--- config.mk ---
export PLATFORM = sky130hd
export DESIGN_NAME = eight_bit_arith_logic_unit
export DESIGN_NICKNAME = d
export VERILOG_FILES = /design/src/alu_pkg.sv /design/src/eight_bit_arith_logic_unit.sv /design/src/byte_logic_unit.sv /design/src/product_unit.sv
export SDC_FILE = /design/constraint.sdc
export NUM_CORES = 1
export LEC_CHECK = 0
export ABC_CLOCK_PERIOD_IN_PS = 14900
export BUFFER_PORTS_ARGS = -buffer_cell sky130_fd_sc_hd__buf_2
export CAP_MARGIN = 40
export CORE_MARGIN = 1
export CORE_UTILIZATION = 40
export CTS_CLUSTER_DIAMETER = 60
export DETAILED_ROUTE_END_ITERATION = 16
export SYNTH_ARGS = -nofsm -noshare
export SYNTH_HDL_FRONTEND = slang
export SYNTH_SLANG_ARGS = --single-unit
--- constraint.sdc ---
create_clock -name mclk -period 14.9 [get_ports mclk]
set_clock_uncertainty 0.15 [all_clocks]
set_input_delay 2.98 -clock mclk [delete_from_list [all_inputs] [get_ports mclk]]
set_output_delay 2.98 -clock mclk [all_outputs]
set_load 0.02 [all_outputs]
--- src/alu_pkg.sv ---
package alu_pkg;

    // ------------------------------------------------------------
    // widths
    // ------------------------------------------------------------
    localparam int DATA_W = 8;
    localparam int WORD_W = 16;
    localparam int OP_W = 5;

    // ------------------------------------------------------------
    // flag vector positions
    // ------------------------------------------------------------
    localparam int FLAG_C = 0;
    localparam int FLAG_Z = 1;
    localparam int FLAG_N = 2;
    localparam int FLAG_V = 3;
    localparam int FLAG_S = 4;
    localparam int FLAG_H = 5;
    localparam int FLAG_W = 6;

    // ------------------------------------------------------------
    // constants and cycle counts
    // ------------------------------------------------------------
    localparam logic [7:0] ALL_ONES = 8'hff;
    localparam logic [7:0] ZERO_BYTE = 8'h00;
    localparam logic [7:0] ONE_BYTE = 8'h01;
    localparam logic [5:0] FLAGS_RESET = 6'h00;
    localparam int SINGLE_CYCLES = 1;
    localparam int WORD_CYCLES = 2;
    localparam int PRODUCT_CYCLES = 2;

    // ------------------------------------------------------------
    // operation codes
    // ------------------------------------------------------------
    typedef enum logic [4:0] {
        OP_ADD = 5'h00,
        OP_ADD_CARRY = 5'h01,
        OP_SUB = 5'h02,
        OP_SUB_IMM = 5'h03,
        OP_SUB_BORROW = 5'h04,
        OP_SUB_IMM_BORROW = 5'h05,
        OP_AND = 5'h06,
        OP_AND_IMM = 5'h07,
        OP_OR = 5'h08,
        OP_OR_IMM = 5'h09,
        OP_EXCL_OR = 5'h0a,
        OP_SET_BITS = 5'h0b,
        OP_CLEAR_BITS = 5'h0c,
        OP_TEST = 5'h0d,
        OP_INVERT = 5'h0e,
        OP_NEGATE = 5'h0f,
        OP_INCREMENT = 5'h10,
        OP_DECREMENT = 5'h11,
        OP_WORD_ADD = 5'h12,
        OP_WORD_SUB = 5'h13,
        OP_PROD_UU = 5'h14,
        OP_PROD_SS = 5'h15,
        OP_PROD_SU = 5'h16
    } alu_op_t;

    typedef enum logic [1:0] {
        ST_IDLE = 2'b00,
        ST_WORD = 2'b01,
        ST_PROD = 2'b10
    } alu_state_t;

endpackage

--- src/eight_bit_arith_logic_unit.sv ---
// Summary of operation
// - subtract source from destination, one cycle
// - add source plus carry, one cycle
// - word add immediate, two cycles, ZCNVS
// - word subtract immediate, two cycles, ZCNVS
// - subtract constant from destination, one cycle
// - subtract source and borrow, one cycle
// - subtract constant and borrow, one cycle
// - AND registers, flags Z N V
// - AND with constant, flags Z N V
// - OR registers, flags Z N V
// - OR with constant, flags Z N V
// - exclusive or registers, flags Z N V
// - set bits by constant mask
// - clear bits by inverted constant mask
// - test register against itself
`timescale 1ns/100ps
`default_nettype none

module eight_bit_arith_logic_unit
    import alu_pkg::*;
(
    input wire logic mclk,
    input wire logic rst,
    input wire logic opValid,
    input wire alu_pkg::alu_op_t opCode,
    input wire logic [7:0] destVal,
    input wire logic [7:0] srcVal,
    input wire logic [7:0] immVal,
    input wire logic [7:0] destHighVal,
    input wire logic [5:0] immWord,
    output logic busy,
    output logic resultValid,
    output logic resultWide,
    output logic productPair,
    output logic [7:0] resultLow,
    output logic [7:0] resultHigh,
    output logic [6:0] statusFlags
);

    // ------------------------------------------------------------
    // state
    // ------------------------------------------------------------
    // operation sequencer, idle unless a two-cycle op runs
    alu_state_t state_reg;
    alu_state_t state_next;

    // flag vector, bit order as in the package
    logic [5:0] flags_reg;
    logic [5:0] flags_next;

    // result bytes, held until the next result
    logic [7:0] low_reg;
    logic [7:0] low_next;
    logic [7:0] high_reg;
    logic [7:0] high_next;

    // one-cycle qualifiers that travel with a result
    logic valid_reg;
    logic valid_next;
    logic wide_reg;
    logic wide_next;
    logic pair_reg;
    logic pair_next;

    // word op sum with carry or borrow in the top bit
    logic [16:0] word_reg;
    logic [16:0] word_next;

    // word op direction and original pair, for overflow
    logic wordSub_reg;
    logic wordSub_next;
    logic [15:0] wordOrig_reg;
    logic [15:0] wordOrig_next;

    // ------------------------------------------------------------
    // datapath units
    // ------------------------------------------------------------
    // byte unit operand and outputs
    logic [7:0] byteOperand;
    logic [7:0] byteResult;
    logic [5:0] byteFlags;
    logic [5:0] byteTouched;

    // multiplier hookup
    logic [15:0] product;
    logic prodStart;

    // operand class of the request
    logic isImmOp;

    // ------------------------------------------------------------
    // operand select
    // ------------------------------------------------------------
    // immediate forms take the instruction constant as the operand
    always_comb
    begin
        case (opCode)
            OP_SUB_IMM, OP_SUB_IMM_BORROW, OP_AND_IMM, OP_OR_IMM,
            OP_SET_BITS, OP_CLEAR_BITS: isImmOp = 1'b1;
            default: isImmOp = 1'b0;
        endcase
        if (opCode == OP_TEST)
            byteOperand = destVal;
        else if (isImmOp)
            byteOperand = immVal;
        else
            byteOperand = srcVal;
    end

    // ------------------------------------------------------------
    // byte arithmetic and logic
    // ------------------------------------------------------------
    // carry in comes from the flag register, not from a port
    byte_logic_unit byteUnit (
        .op(opCode),
        .destVal(destVal),
        .srcVal(byteOperand),
        .carryIn(flags_reg[FLAG_C]),
        .result(byteResult),
        .flagsOut(byteFlags),
        .flagsTouched(byteTouched)
    );

    // ------------------------------------------------------------
    // multiplier
    // ------------------------------------------------------------
    // product is captured on the taking edge, read in the second cycle
    assign prodStart = opValid && (state_reg == ST_IDLE) &&
        (opCode == OP_PROD_UU || opCode == OP_PROD_SS || opCode == OP_PROD_SU);

    // signedness follows the op code: both, destination only, or none
    product_unit prodUnit (
        .mclk(mclk),
        .rst(rst),
        .start(prodStart),
        .aSigned(opCode != OP_PROD_UU),
        .bSigned(opCode == OP_PROD_SS),
        .aVal(destVal),
        .bVal(srcVal),
        .product(product)
    );

    // ------------------------------------------------------------
    // sequencer and result registers
    // ------------------------------------------------------------
    always_comb
    begin
        logic [15:0] wordRes;
        state_next = state_reg;
        flags_next = flags_reg;
        low_next = low_reg;
        high_next = high_reg;
        valid_next = 1'b0;
        wide_next = 1'b0;
        pair_next = 1'b0;
        word_next = word_reg;
        wordSub_next = wordSub_reg;
        wordOrig_next = wordOrig_reg;
        wordRes = word_reg[15:0];
        case (state_reg)
            ST_IDLE:
            begin
                if (opValid)
                begin
                    case (opCode)
                        OP_WORD_ADD, OP_WORD_SUB:
                        begin
                            // first cycle forms the 16-bit sum
                            wordOrig_next = {destHighVal, destVal};
                            wordSub_next = (opCode == OP_WORD_SUB);
                            if (opCode == OP_WORD_SUB)
                                word_next = {1'b0, destHighVal, destVal} - {11'h000, immWord};
                            else
                                word_next = {1'b0, destHighVal, destVal} + {11'h000, immWord};
                            state_next = ST_WORD;
                        end
                        OP_PROD_UU, OP_PROD_SS, OP_PROD_SU:
                            state_next = ST_PROD;
                        default:
                        begin
                            // single-cycle byte operation
                            low_next = byteResult;
                            valid_next = 1'b1;
                            flags_next = (flags_reg & ~byteTouched) | (byteFlags & byteTouched);
                        end
                    endcase
                end
            end
            ST_WORD:
            begin
                // second cycle writes the pair and flags
                low_next = wordRes[7:0];
                high_next = wordRes[15:8];
                valid_next = 1'b1;
                wide_next = 1'b1;
                flags_next[FLAG_Z] = (wordRes == 16'h0000);
                flags_next[FLAG_N] = wordRes[15];
                flags_next[FLAG_C] = word_reg[16];
                if (wordSub_reg)
                    flags_next[FLAG_V] = wordOrig_reg[15] & ~wordRes[15];
                else
                    flags_next[FLAG_V] = ~wordOrig_reg[15] & wordRes[15];
                flags_next[FLAG_S] = flags_next[FLAG_N] ^ flags_next[FLAG_V];
                state_next = ST_IDLE;
            end
            ST_PROD:
            begin
                // product lands in the fixed low register pair
                low_next = product[7:0];
                high_next = product[15:8];
                valid_next = 1'b1;
                wide_next = 1'b1;
                pair_next = 1'b1;
                flags_next[FLAG_Z] = (product == 16'h0000);
                flags_next[FLAG_C] = product[15];
                state_next = ST_IDLE;
            end
            default: state_next = ST_IDLE;
        endcase
    end

    // ------------------------------------------------------------
    // register update
    // ------------------------------------------------------------
    // state and result registers
    always_ff @(posedge mclk)
    begin
        if (rst)
        begin
            state_reg <= ST_IDLE;
            flags_reg <= FLAGS_RESET;
            low_reg <= ZERO_BYTE;
            high_reg <= ZERO_BYTE;
            valid_reg <= 1'b0;
            wide_reg <= 1'b0;
            pair_reg <= 1'b0;
            word_reg <= 17'h00000;
            wordSub_reg <= 1'b0;
            wordOrig_reg <= 16'h0000;
        end
        else
        begin
            state_reg <= state_next;
            flags_reg <= flags_next;
            low_reg <= low_next;
            high_reg <= high_next;
            valid_reg <= valid_next;
            wide_reg <= wide_next;
            pair_reg <= pair_next;
            word_reg <= word_next;
            wordSub_reg <= wordSub_next;
            wordOrig_reg <= wordOrig_next;
        end
    end

    // ------------------------------------------------------------
    // outputs
    // ------------------------------------------------------------
    // busy covers the second cycle of word and product ops
    assign busy = (state_reg != ST_IDLE);

    // result handshake and data straight from registers
    assign resultValid = valid_reg;
    assign resultWide = wide_reg;
    assign productPair = pair_reg;
    assign resultLow = low_reg;
    assign resultHigh = high_reg;
    assign statusFlags = {1'b0, flags_reg};

endmodule

`default_nettype wire

--- src/byte_logic_unit.sv ---
`timescale 1ns/100ps
`default_nettype none

// single-cycle byte arithmetic and logic, combinational
module byte_logic_unit
    import alu_pkg::*;
(
    input wire alu_pkg::alu_op_t op,
    input wire logic [7:0] destVal,
    input wire logic [7:0] srcVal,
    input wire logic carryIn,
    output logic [7:0] result,
    output logic [5:0] flagsOut,
    output logic [5:0] flagsTouched
);

    logic [8:0] sum;
    logic [4:0] half;
    logic [7:0] opB;
    logic cin;
    logic isSub;
    logic isArith;

    // --------------------------------------------------------
    // operand select
    // --------------------------------------------------------
    always_comb
    begin
        opB = srcVal;
        cin = 1'b0;
        isSub = 1'b0;
        isArith = 1'b1;
        case (op)
            OP_ADD: cin = 1'b0;
            OP_ADD_CARRY: cin = carryIn;
            OP_SUB, OP_SUB_IMM: isSub = 1'b1;
            OP_SUB_BORROW, OP_SUB_IMM_BORROW:
            begin
                isSub = 1'b1;
                cin = carryIn;
            end
            OP_NEGATE:
            begin
                opB = destVal; // zero minus destination
                isSub = 1'b1;
            end
            OP_INCREMENT: opB = ONE_BYTE;
            OP_DECREMENT:
            begin
                opB = ONE_BYTE;
                isSub = 1'b1;
            end
            default: isArith = 1'b0;
        endcase
    end

    // --------------------------------------------------------
    // adder, subtraction borrow via a - b - c
    // --------------------------------------------------------
    always_comb
    begin
        logic [7:0] a;
        a = (op == OP_NEGATE) ? ZERO_BYTE : destVal;
        if (isSub)
        begin
            sum = {1'b0, a} - {1'b0, opB} - {8'h00, cin};
            half = {1'b0, a[3:0]} - {1'b0, opB[3:0]} - {4'h0, cin};
        end
        else
        begin
            sum = {1'b0, a} + {1'b0, opB} + {8'h00, cin};
            half = {1'b0, a[3:0]} + {1'b0, opB[3:0]} + {4'h0, cin};
        end
    end

    // --------------------------------------------------------
    // result and flags
    // --------------------------------------------------------
    always_comb
    begin
        result = sum[7:0];
        flagsOut = FLAGS_RESET;
        flagsTouched = 6'h00;
        case (op)
            OP_AND, OP_AND_IMM, OP_TEST: result = destVal & srcVal;
            OP_OR, OP_OR_IMM, OP_SET_BITS: result = destVal | srcVal;
            OP_EXCL_OR: result = destVal ^ srcVal;
            OP_CLEAR_BITS: result = destVal & (ALL_ONES - srcVal);
            OP_INVERT: result = ALL_ONES - destVal;
            default: result = sum[7:0];
        endcase
        flagsOut[FLAG_Z] = (result == ZERO_BYTE);
        flagsOut[FLAG_N] = result[7];
        flagsTouched[FLAG_Z] = 1'b1;
        flagsTouched[FLAG_N] = 1'b1;
        flagsTouched[FLAG_V] = 1'b1;
        flagsTouched[FLAG_S] = 1'b1; // keeps sign consistent with n and v
        if (isArith)
        begin
            // signed overflow from operand and result signs
            if (op == OP_NEGATE)
                flagsOut[FLAG_V] = (result == 8'h80);
            else if (isSub)
                flagsOut[FLAG_V] = (destVal[7] ^ opB[7]) & (destVal[7] ^ result[7]);
            else
                flagsOut[FLAG_V] = ~(destVal[7] ^ opB[7]) & (destVal[7] ^ result[7]);
            if (op != OP_INCREMENT && op != OP_DECREMENT)
            begin
                flagsOut[FLAG_C] = sum[8];
                flagsOut[FLAG_H] = half[4];
                flagsTouched[FLAG_C] = 1'b1;
                flagsTouched[FLAG_H] = 1'b1;
            end
        end
        else if (op == OP_INVERT)
        begin
            flagsOut[FLAG_C] = 1'b1;
            flagsTouched[FLAG_C] = 1'b1;
        end
        flagsOut[FLAG_S] = flagsOut[FLAG_N] ^ flagsOut[FLAG_V];
    end

endmodule

`default_nettype wire

--- src/product_unit.sv ---
`timescale 1ns/100ps
`default_nettype none

// 8x8 multiplier with registered product, signedness per operand
module product_unit
    import alu_pkg::*;
(
    input wire logic mclk,
    input wire logic rst,
    input wire logic start,
    input wire logic aSigned,
    input wire logic bSigned,
    input wire logic [7:0] aVal,
    input wire logic [7:0] bVal,
    output logic [15:0] product
);

    logic [15:0] product_reg;
    logic [15:0] product_next;

    // --------------------------------------------------------
    // extend each operand and multiply
    // --------------------------------------------------------
    always_comb
    begin
        logic signed [8:0] ea;
        logic signed [8:0] eb;
        logic signed [17:0] full;
        ea = {aSigned & aVal[7], aVal};
        eb = {bSigned & bVal[7], bVal};
        full = ea * eb;
        product_next = start ? full[15:0] : product_reg;
    end

    // product register
    always_ff @(posedge mclk)
    begin
        if (rst)
            product_reg <= 16'h0000;
        else
            product_reg <= product_next;
    end

    assign product = product_reg;

endmodule

`default_nettype wire

Word level (Yosys, flattened, before mapping)

Index checks and enable logic that the tools add are counted.

Bits in read-only memories: 0
Input bits: 46
Flip-flop bits (word level): 77
Memory bits (writable): 0
Memories: 0
Bits in latches: 0
Output and inout port bits: 27
Word-level logic and storage cells: 150

Muxes and demuxes: 39
Bitwise logic cells: 23
Shift operators: 0
Reductions and logical operators: 32
Equal/unequal tests: 30
$mul: 1
Order comparisons: 0
Div/mod/pow operators: 0
Add/sub/neg operators: 12

Operators by type and width:

| kind                                                 | count |
|---|---|
| equality test 5 x 4 -> 1 bit (second input constant) | 8 |
| 2-to-1 mux 8 bit                                     | 5 |
| case mux 8 bit (5 select lines)                      | 1 |
| equality test 5 bit (second input constant)          | 7 |
| logical NOT 16 bit                                   | 2 |
| case mux 8 bit (2 select lines)                      | 2 |
| case mux 8 bit (3 select lines)                      | 1 |
| 2-to-1 mux 1 bit                                     | 21 |
| equality test 5 x 3 -> 1 bit (second input constant) | 4 |
| adder 16 x 6 -> 17 bit                               | 1 |
| 2-to-1 mux 17 bit                                    | 1 |
| subtractor 16 x 6 -> 17 bit                          | 1 |
| bitwise AND 8 bit                                    | 2 |
| multiplier 9 x 9 -> 16 bit                           | 1 |
| subtractor 8 bit (first input constant)              | 2 |
| 2-to-1 mux 5 bit                                     | 3 |
| inequality test 5 bit (second input constant)        | 3 |
| bitwise AND 6 bit                                    | 2 |
| AND reduction 3 bit                                  | 4 |
| OR reduction 3 bit                                   | 4 |
| OR reduction 6 bit                                   | 2 |
| equality test 5 x 2 -> 1 bit (second input constant) | 2 |
| adder 8 x 8 -> 9 bit                                 | 1 |
| adder 9 x 1 -> 9 bit                                 | 1 |
| other kinds (34)                                     | 56 |

Longest topological paths before layout

Gate-level depths: netlist of run 1.

Depth after elaboration: 21
Gate-level depth with buffers: 26
Gate-level depth less buffers: 23

Hierarchy

A second synthesis of run 1 with hierarchy kept.

Cells, all modules: 1132
Area total of the unflattened synthesis: 8755.9 um^2

Modules (own cells, without submodules):

| module                     | cells an instance | instances | area each (um^2) | seq. area each (um^2) |
|---|---|---|---|---|
| eight_bit_arith_logic_unit | 444               | 1         | 3393.3           | 920.9 |
| product_unit               | 375               | 1         | 3324.4           | 320.3 |
| byte_logic_unit            | 313               | 1         | 2038.2           | 0.0 |

Worst setup path before layout of run 1

OpenSTA, ideal clock, no wires.

Path type: input to register
From: input opCode[4]
To: register prodUnit.product_reg[15] (netlist: prodUnit.product[15])
Stages: 24
Path slack: 6182 ps
Required time: 14664 ps
Setup time: 86 ps
Path buffers: 3
Arrival time: 8482 ps
Cells stage by stage: buf_2 buf_6 clkbuf_8 nor2b_1 nand4_1 nand2b_1 fa_1 fa_1 fa_1 inv_1 fa_1 inv_1 fa_1 inv_1 ha_1 inv_1 o21bai_1 a21o_1 a21oi_1 o21ai_0 a21o_1 a21oi_1 xnor2_1 a211oi_1

Longest elaborated chain between the ends: 4
Elaborated cells between the ends (all ways): 10
Those cells by class: mul (1); eq/ne (4); bitwise (2); reduce/logical (3)

RTL lines:

| what                                                                               | line                             | RTL |
|---|---|---|
| start: declaration                                                                 | eight_bit_arith_logic_unit.sv:26 | `input wire alu_pkg::alu_op_t opCode,` |
| parallel branches: the longest is 4 deep, another holds multiplier 9 x 9 -> 16 bit | n/a                              |  |
| end signal: assignment                                                             | product_unit.sv:41               | `product_reg <= product_next;` |
| end: declaration                                                                   | product_unit.sv:18               | `logic [15:0] product_reg;` |

Parallel ways; which one is timed is not known.
A chain may end at the register's enable or synchronous reset.

Final worst setup path of run 1

Ends and elaborated chain as after synthesis.

==> summary.txt, run 1 <==
GRT
  – Vias in the first global route: 7328
  – Initial antenna violation count: 0
  – Global-route wire length before repair: 38300 um
  – Grt ovf: 0
  – Total GRT Usage: ~22%
  – Maximum number of pins on one net before global-route repair: 65

Logic synthesis
  – Synth Area in Compound Gates: 19.2%
  – Synth Flop Type: dfxtp_1
  – Syn_nets: between 1000 and 1500
  – Number of synthesized register bits: 62
  – Netlist cell types: 80
  – Synth Area in Adders: 28.1%
  – Syn_area_per_cell: 7.90 um^2
  – Post-synth ARST share: 0%
  – Synthesized instance count: 1074
  – EDFF count, synth: 0
  – XOR/XNOR Fraction of Synth Area: 4.64%
  – Post-synthesis cell area: approximately 0.0085 mm^2
  – Main combinational cell family by area after synthesis: adder cells
  – Post-Synth Simple-Gate Area: between 20% and 30%
  – Synthesis Warnings: 0
  – Post-synthesis mux area share: 2.86%
  – Sequential area share after synthesis: 14.6%

Detailed routing
  – Antenna-violating nets left: 0
  – DR vias/cell: 5.38
  – Starting DRC count in detailed routing: 523
  – Routed WL per cell: 16.6 um
  – DR DRC count: 0
  – Via Count: 7396
  – DR pass1 iterations: 5
  – Wirelength, routed: 22800 um

Timing
  – Max transition margin: 38.0%
  – Final worst-path cycle share: roughly 60%
  – Worst slew pin tran: just over 900 ps
  – Final setup TNS: 0 ps
  – # setup viols final: 0
  – Post-route minimum period: 8940 ps
  – Maximum clock rate: 112 MHz
  – Final hold viol count: 0
  – Slew Limit Fails: 0
  – PnR worst setup slack: approximately 6000 ps
  – RSZ-0062 raised after global routing: no

Critical path
  – Worst Setup Path Type: in -> reg
  – CP peak stage delay: 560 ps
  – Family with the most delay on the worst path: adder cells
  – Crit Path Max Fanout: 30
  – R2R Setup Slk: 10780 ps
  – FF-to-FF path depth: 12
  – Critical Path RT: 14990 ps
  – CP Capture Type: register
  – Most used cell, CP: fa_1
  – Slowest CP cell: fa_1
  – Worst Path Buf+Inv: 5
  – CP Launch Point: opCode[4]
  – Cells along the critical path: buf_2 -> nor2b_1 -> nand4_1 -> nand2b_1 -> fa_1 -> fa_1 -> fa_1 -> inv_1 -> fa_1 -> inv_1 -> fa_1 -> inv_1 -> ha_1 -> inv_1 -> o21bai_1 -> a21o_1 -> a21oi_1 -> o21ai_0 -> a21o_1 -> a21oi_1 -> xnor2_1 -> a211oi_1
  – Worst Setup Start Kind: input port
  – Reg2reg end: flags_reg[4]
  – CP Data Arrival Time: 9030 ps

Hold path
  – Hold_sp: resultLow[3]
  – Hold Path Sink: resultLow[3]
  – Worst Hold Class: reg -> reg
  – Min-Delay Path Depth: 2

Finish
  – Most common cell after layout, fill and taps aside: nand2_1
  – Final Cell Area: 0.00919 mm^2
  – Area Overhead vs Synth: 8.35%
  – Most frequent cells in the layout: nand2_1 (148), inv_1 (125), ha_1 (82)
  – Nets@finish: 1296
  – Max FFs per register: 17
  – Fraction of layout cells with a size suffix above 1: 10.6%
  – Number of diodes: 0
  – Final Util: 44.9%

Floorplanning
  – Core box area: 0.0205 mm^2
  – # rows: 52
  – Die Area: 0.0218 mm^2
  – I/O Pins: 73
  – Initial Util: just over 40%
  – Die X: 148 um
  – Die Y: 148 um

CTS
  – CTS buffer count: 9
  – Setup bufs post-CTS: 0
  – CTS Buffer Depth: 2
  – Skew-Pair Late Insertion Delay: approximately 330 ps
  – TritonCTS clock tree: built
  – Root Driver: clkbuf_16
  – # resized after CTS: 0
  – # hold bufs at CTS: 0
  – Clock slew at reported path FFs: 50 ps
  – Num Clock Sinks: 62
  – Htree depth: 3

Place
  – Placer congestion estimate: about 0.87
  – Dpl hpwl: 18200 um
  – Pre-CTS setup slack: 5650 ps
  – Dpl cell area: 0.00890 mm^2
  – IO Port Bufs: 71

Pwr
  – Max VDD drop: 0.0627 mV
  – Power density over the cells: slightly above 100 mW/mm^2
  – Total leakage power: roughly 0.0042 uW

Run
  – Max-Cap Viols: 0

Run status
  – Run status: finished, final reports clean
==> cell usage after synthesis (14+ instances only) <==
| library cell | number | share of area (%) |
|---|---|---|
| a211oi_1 | 26 | 2.3 |
| a21o_1 | 15 | 1.3 |
| a21oi_1 | 75 | 4.4 |
| and2_1 | 38 | 2.8 |
| clkbuf_1 | 42 | 1.9 |
| dfxtp_1 | 62 | 15 |
| fa_1 | 68 | 16 |
| ha_1 | 82 | 12 |
| inv_1 | 125 | 5.5 |
| mux2i_1 | 22 | 2.6 |
| nand2_1 | 148 | 6.5 |
| nand2b_1 | 14 | 1.0 |
| nor2_1 | 60 | 2.7 |
| nor3_1 | 15 | 0.88 |
| o21ai_0 | 35 | 2.1 |
| xnor2_1 | 32 | 3.3 |
==> area by class of cell <==
cell class	instances	area, um^2
Fill cell	2092	11300
Multi-Input combinational cell	825	6460
Sequential cell	62	1240
Inverter	126	473
Timing Repair Buffer	76	393
Tap cell	270	338
Clock buffer	11	243
Clock inverter	4	47.5
==> worst register-to-register path, stage by stage, from the launching register on <==
cell      delay (ps)
dfxtp_1          430
nor4b_1          520
fa_1             360
inv_1             60
ha_1             270
a211oi_1         300
a211oi_1         120
o211ai_1         250
nand3b_1         110
nor3b_1          160
or4_1            630
mux2_2           350
o31a_1           290
==> logic make-up (layout without fill, tap and decap cells) <==
group / Yosys count / in the layout
AND/OR/NAND/NOR: 361 / 361
buffers and inverters: 187 / 217
adder cells (fa/ha/maj): 150 / 150
multiplexers: 24 / 24
flip-flops: 62 / 62
XOR/XNOR: 45 / 45
other: 1 / 1
AO/OA/AOI/OAI: 244 / 244
==> routing by layer <==
metal	wire [um]	global-route usage, %	part of all wire [%]	vias up
li1	-	-	-	3694
met1	10600	30.0	46	3489
met2	10800	37.1	47	181
met3	911	2.50	4.0	32
met4	503	5.26	2.2	0
met5	0	0	0	-
==> how the worst max path moves through the flow <==
stage,to,slack (ps),cells past startpoint
2_1_floorplan,prodUnit.product[15],6180,24
5_1_grt,prodUnit.product[15],5590,22
3_5_place_dp,prodUnit.product[15],5650,22
3_3_place_gp,prodUnit.product[15],5780,22
4_1_cts,prodUnit.product[15],5980,22
6_report,prodUnit.product[15],5960,22
==> where the power goes <==
part	leakage [uW]	internal, uW	total (uW)	switching (uW)
Clock	0.000141	132	204	71.9
Sequential	0.000503	176	183	6.72
Combinational	0.00353	241	560	319
Total	0.00418	550	947	397
==> per-stage QoR <==
step	hold slack, ps	power (uW)	instances
6_report	300	947	1374
5_1_grt	320	1040	1374
4_1_cts	305	961	1374
3_5_place_dp	298	751	1359
3_3_place_gp	291	747	1358
2_1_floorplan	276	622	1074
Note: power is estimated with default switching activity, not from simulation.
==> run 2, diff against run 1 <==
--- a/config.mk
+++ b/config.mk
@@ -5,7 +5,7 @@
 export SDC_FILE = /design/constraint.sdc
 export NUM_CORES = 1
 export LEC_CHECK = 0
-export ABC_CLOCK_PERIOD_IN_PS = 14900
+export ABC_CLOCK_PERIOD_IN_PS = 7900
 export BUFFER_PORTS_ARGS = -buffer_cell sky130_fd_sc_hd__buf_2
 export CAP_MARGIN = 40
 export CORE_MARGIN = 1
==> constraint.sdc (replaced) <==
create_clock -name mclk -period 7.9 [get_ports mclk]
set_clock_uncertainty 0.15 [all_clocks]
set_input_delay 1.58 -clock mclk [delete_from_list [all_inputs] [get_ports mclk]]
set_output_delay 1.58 -clock mclk [all_outputs]
set_load 0.02 [all_outputs]
==> run 2 against run 1 <==
- wire length rose by 1.0%
- register-to-register slack got worse by 7000 ps
- clock power rose by 99%
- hold slack got worse by 1.7 ps
- final area rose by 0.59%
- final cell count rose by 0.36%
- die area did not move
- sequential share of layout area fell by 0.079 points
- clock-buffer cell count rose by 1
- setup slack got worse by 5000 ps
- critical path depth rose by 2
- combinational power rose by 86%
- largest power group unchanged
==> summary.txt, run 2 (synthesis gave the netlist of run 1 again) <==
Timing
  – Post-route minimum period: 6960 ps
  – Max transition margin: 41.6%
  – # setup viols final: 0
  – Maximum clock rate: between 100 and 150 MHz
  – Final hold viol count: 0
  – Slew Limit Fails: 0
  – Worst slew pin tran: 869 ps
  – Final setup TNS: 0 ps
  – RSZ-0062 raised after global routing: no
  – Final worst-path cycle share: around 90%

CTS
  – # hold bufs at CTS: 0
  – Clock slew at reported path FFs: 50 ps
  – Root Driver: clkbuf_16
  – TritonCTS clock tree: built
  – Skew-Pair Late Insertion Delay: 330 ps
  – # resized after CTS: 0
  – Num Clock Sinks: between 60 and 70
  – CTS Buffer Depth: 2
  – Setup bufs post-CTS: 0
  – CTS buffer count: 9
  – Htree depth: 3

Run status
  – Run status: finished, final reports clean

Critical path
  – Worst Setup Path Type: in -> reg
  – CP Data Arrival Time: about 7000 ps
  – Crit Path Max Fanout: 20
  – Worst Setup Start Kind: input port
  – Critical Path RT: 8000 ps
  – R2R Setup Slk: 3750 ps
  – CP Capture Type: register

Detailed routing
  – DR pass1 iterations: 5
  – Wirelength, routed: between 20000 and 25000 um
  – Routed WL per cell: roughly 17 um
  – Via Count: 7479
  – Starting DRC count in detailed routing: 432
  – DR vias/cell: 5.42
  – DR DRC count: 0
  – Antenna-violating nets left: 0

GRT
  – Total GRT Usage: between 20% and 30%
  – Initial antenna violation count: 0
  – Grt ovf: 0
  – Vias in the first global route: 7311
  – Maximum number of pins on one net before global-route repair: 65
  – Global-route wire length before repair: a little under 40000 um

Finish
  – Area Overhead vs Synth: 8.98%
  – Fraction of layout cells with a size suffix above 1: 11.1%
  – Most frequent cells in the layout: nand2_1 (148), inv_1 (125), ha_1 (82)
  – Number of diodes: 0
  – Most common cell after layout, fill and taps aside: nand2_1
  – Final Util: 45.1%
  – Fillcell total: 2088
  – Nets@finish: approximately 1300
  – Max FFs per register: 17

Floorplanning
  – Core box area: roughly 0.02 mm^2
  – Initial Util: 41.4%
  – # rows: 52
  – Die Area: approximately 0.022 mm^2
  – I/O Pins: 73
  – Die Y: between 100 and 150 um
  – Die X: 148 um

Place
  – IO Port Bufs: 71
  – Dpl hpwl: 18300 um
  – Placer congestion estimate: around 0.87

Pwr
  – Max VDD drop: 0.134 mV
  – Total leakage power: 0.00421 uW
  – Power density over the cells: 194 mW/mm^2

Run
  – Max-Cap Viols: 0

Hold path
  – Worst Hold Class: reg -> reg
==> run 2: changes by cell type in the layout (fill, tap and decap cells not counted), sizes merged <==
cell,change
buf,+5
clkbuf,+1
clkinv,-1
==> run 2: area by class of cell <==
| class | instances | area [um^2] | share of cell area [%] |
|---|---|---|---|
| tap | 270 | 338 | 3.65 |
| timing repair buffer | 81 | 428 | 4.63 |
| clock buffer | 12 | 267 | 2.88 |
| inverter | 126 | 473 | 5.11 |
| sequential | 62 | 1240 | 13.4 |
| multi-input combinational | 825 | 6460 | 69.8 |
| clock inverter | 3 | 42.5 | 0.460 |
==> run 2: worst max-delay path, stage by stage <==
cell and delay, ps:
buf_2 300, or2_2 200, o31a_1 320, nand2_1 160
fa_1 540, inv_1 50, fa_1 490, inv_1 50
fa_1 480, inv_1 60, fa_1 530, inv_1 50
fa_1 500, inv_1 40, ha_1 300, inv_1 80
o21bai_1 100, a21o_1 180, a21oi_1 200, o21ai_0 160
a21o_1 200, a21oi_1 170, xnor2_1 90, a211oi_1 210
==> run 2: path summary, 6_finish.rpt <==
kind	startpoint	end	cells after the start
min reg2reg	resultLow[7]	resultLow[7]	2
max reg2reg	register	flags_reg[3]	13
max	opCode[3]	prodUnit.product[15]	24
min	resultLow[7]	resultLow[7]	2
==> run 2: layer usage <==
layer / part of all wire, % / track usage (%) / wire, um
met1: 46 / 30.4 / 10700
met4: 1.9 / 5.10 / 437
met3: 4.6 / 3.12 / 1050
met2: 47 / 37.4 / 10900
met5: 0 / 0 / 0
==> run 2: power by group <==
group          switching [uW]  internal [uW]
Combinational             588            453
Sequential               13.1            332
Clock                     138            267
Total                     738           1050
==> run 2: per-stage QoR <==
| stage | hold WS, ps | worst slack [ps] | power (uW) | instances | cell area, um^2 |
|---|---|---|---|---|---|
| 2_1_floorplan | 276 | 582 | 1170 | 1074 | 8490 |
| 3_3_place_gp | 291 | 642 | 1400 | 1363 | 8930 |
| 3_5_place_dp | 294 | 581 | 1410 | 1364 | 8940 |
| 4_1_cts | 302 | 925 | 1820 | 1379 | 9250 |
| 5_1_grt | 309 | 516 | 1990 | 1379 | 9250 |
| 6_report | 298 | 938 | 1790 | 1379 | 9250 |
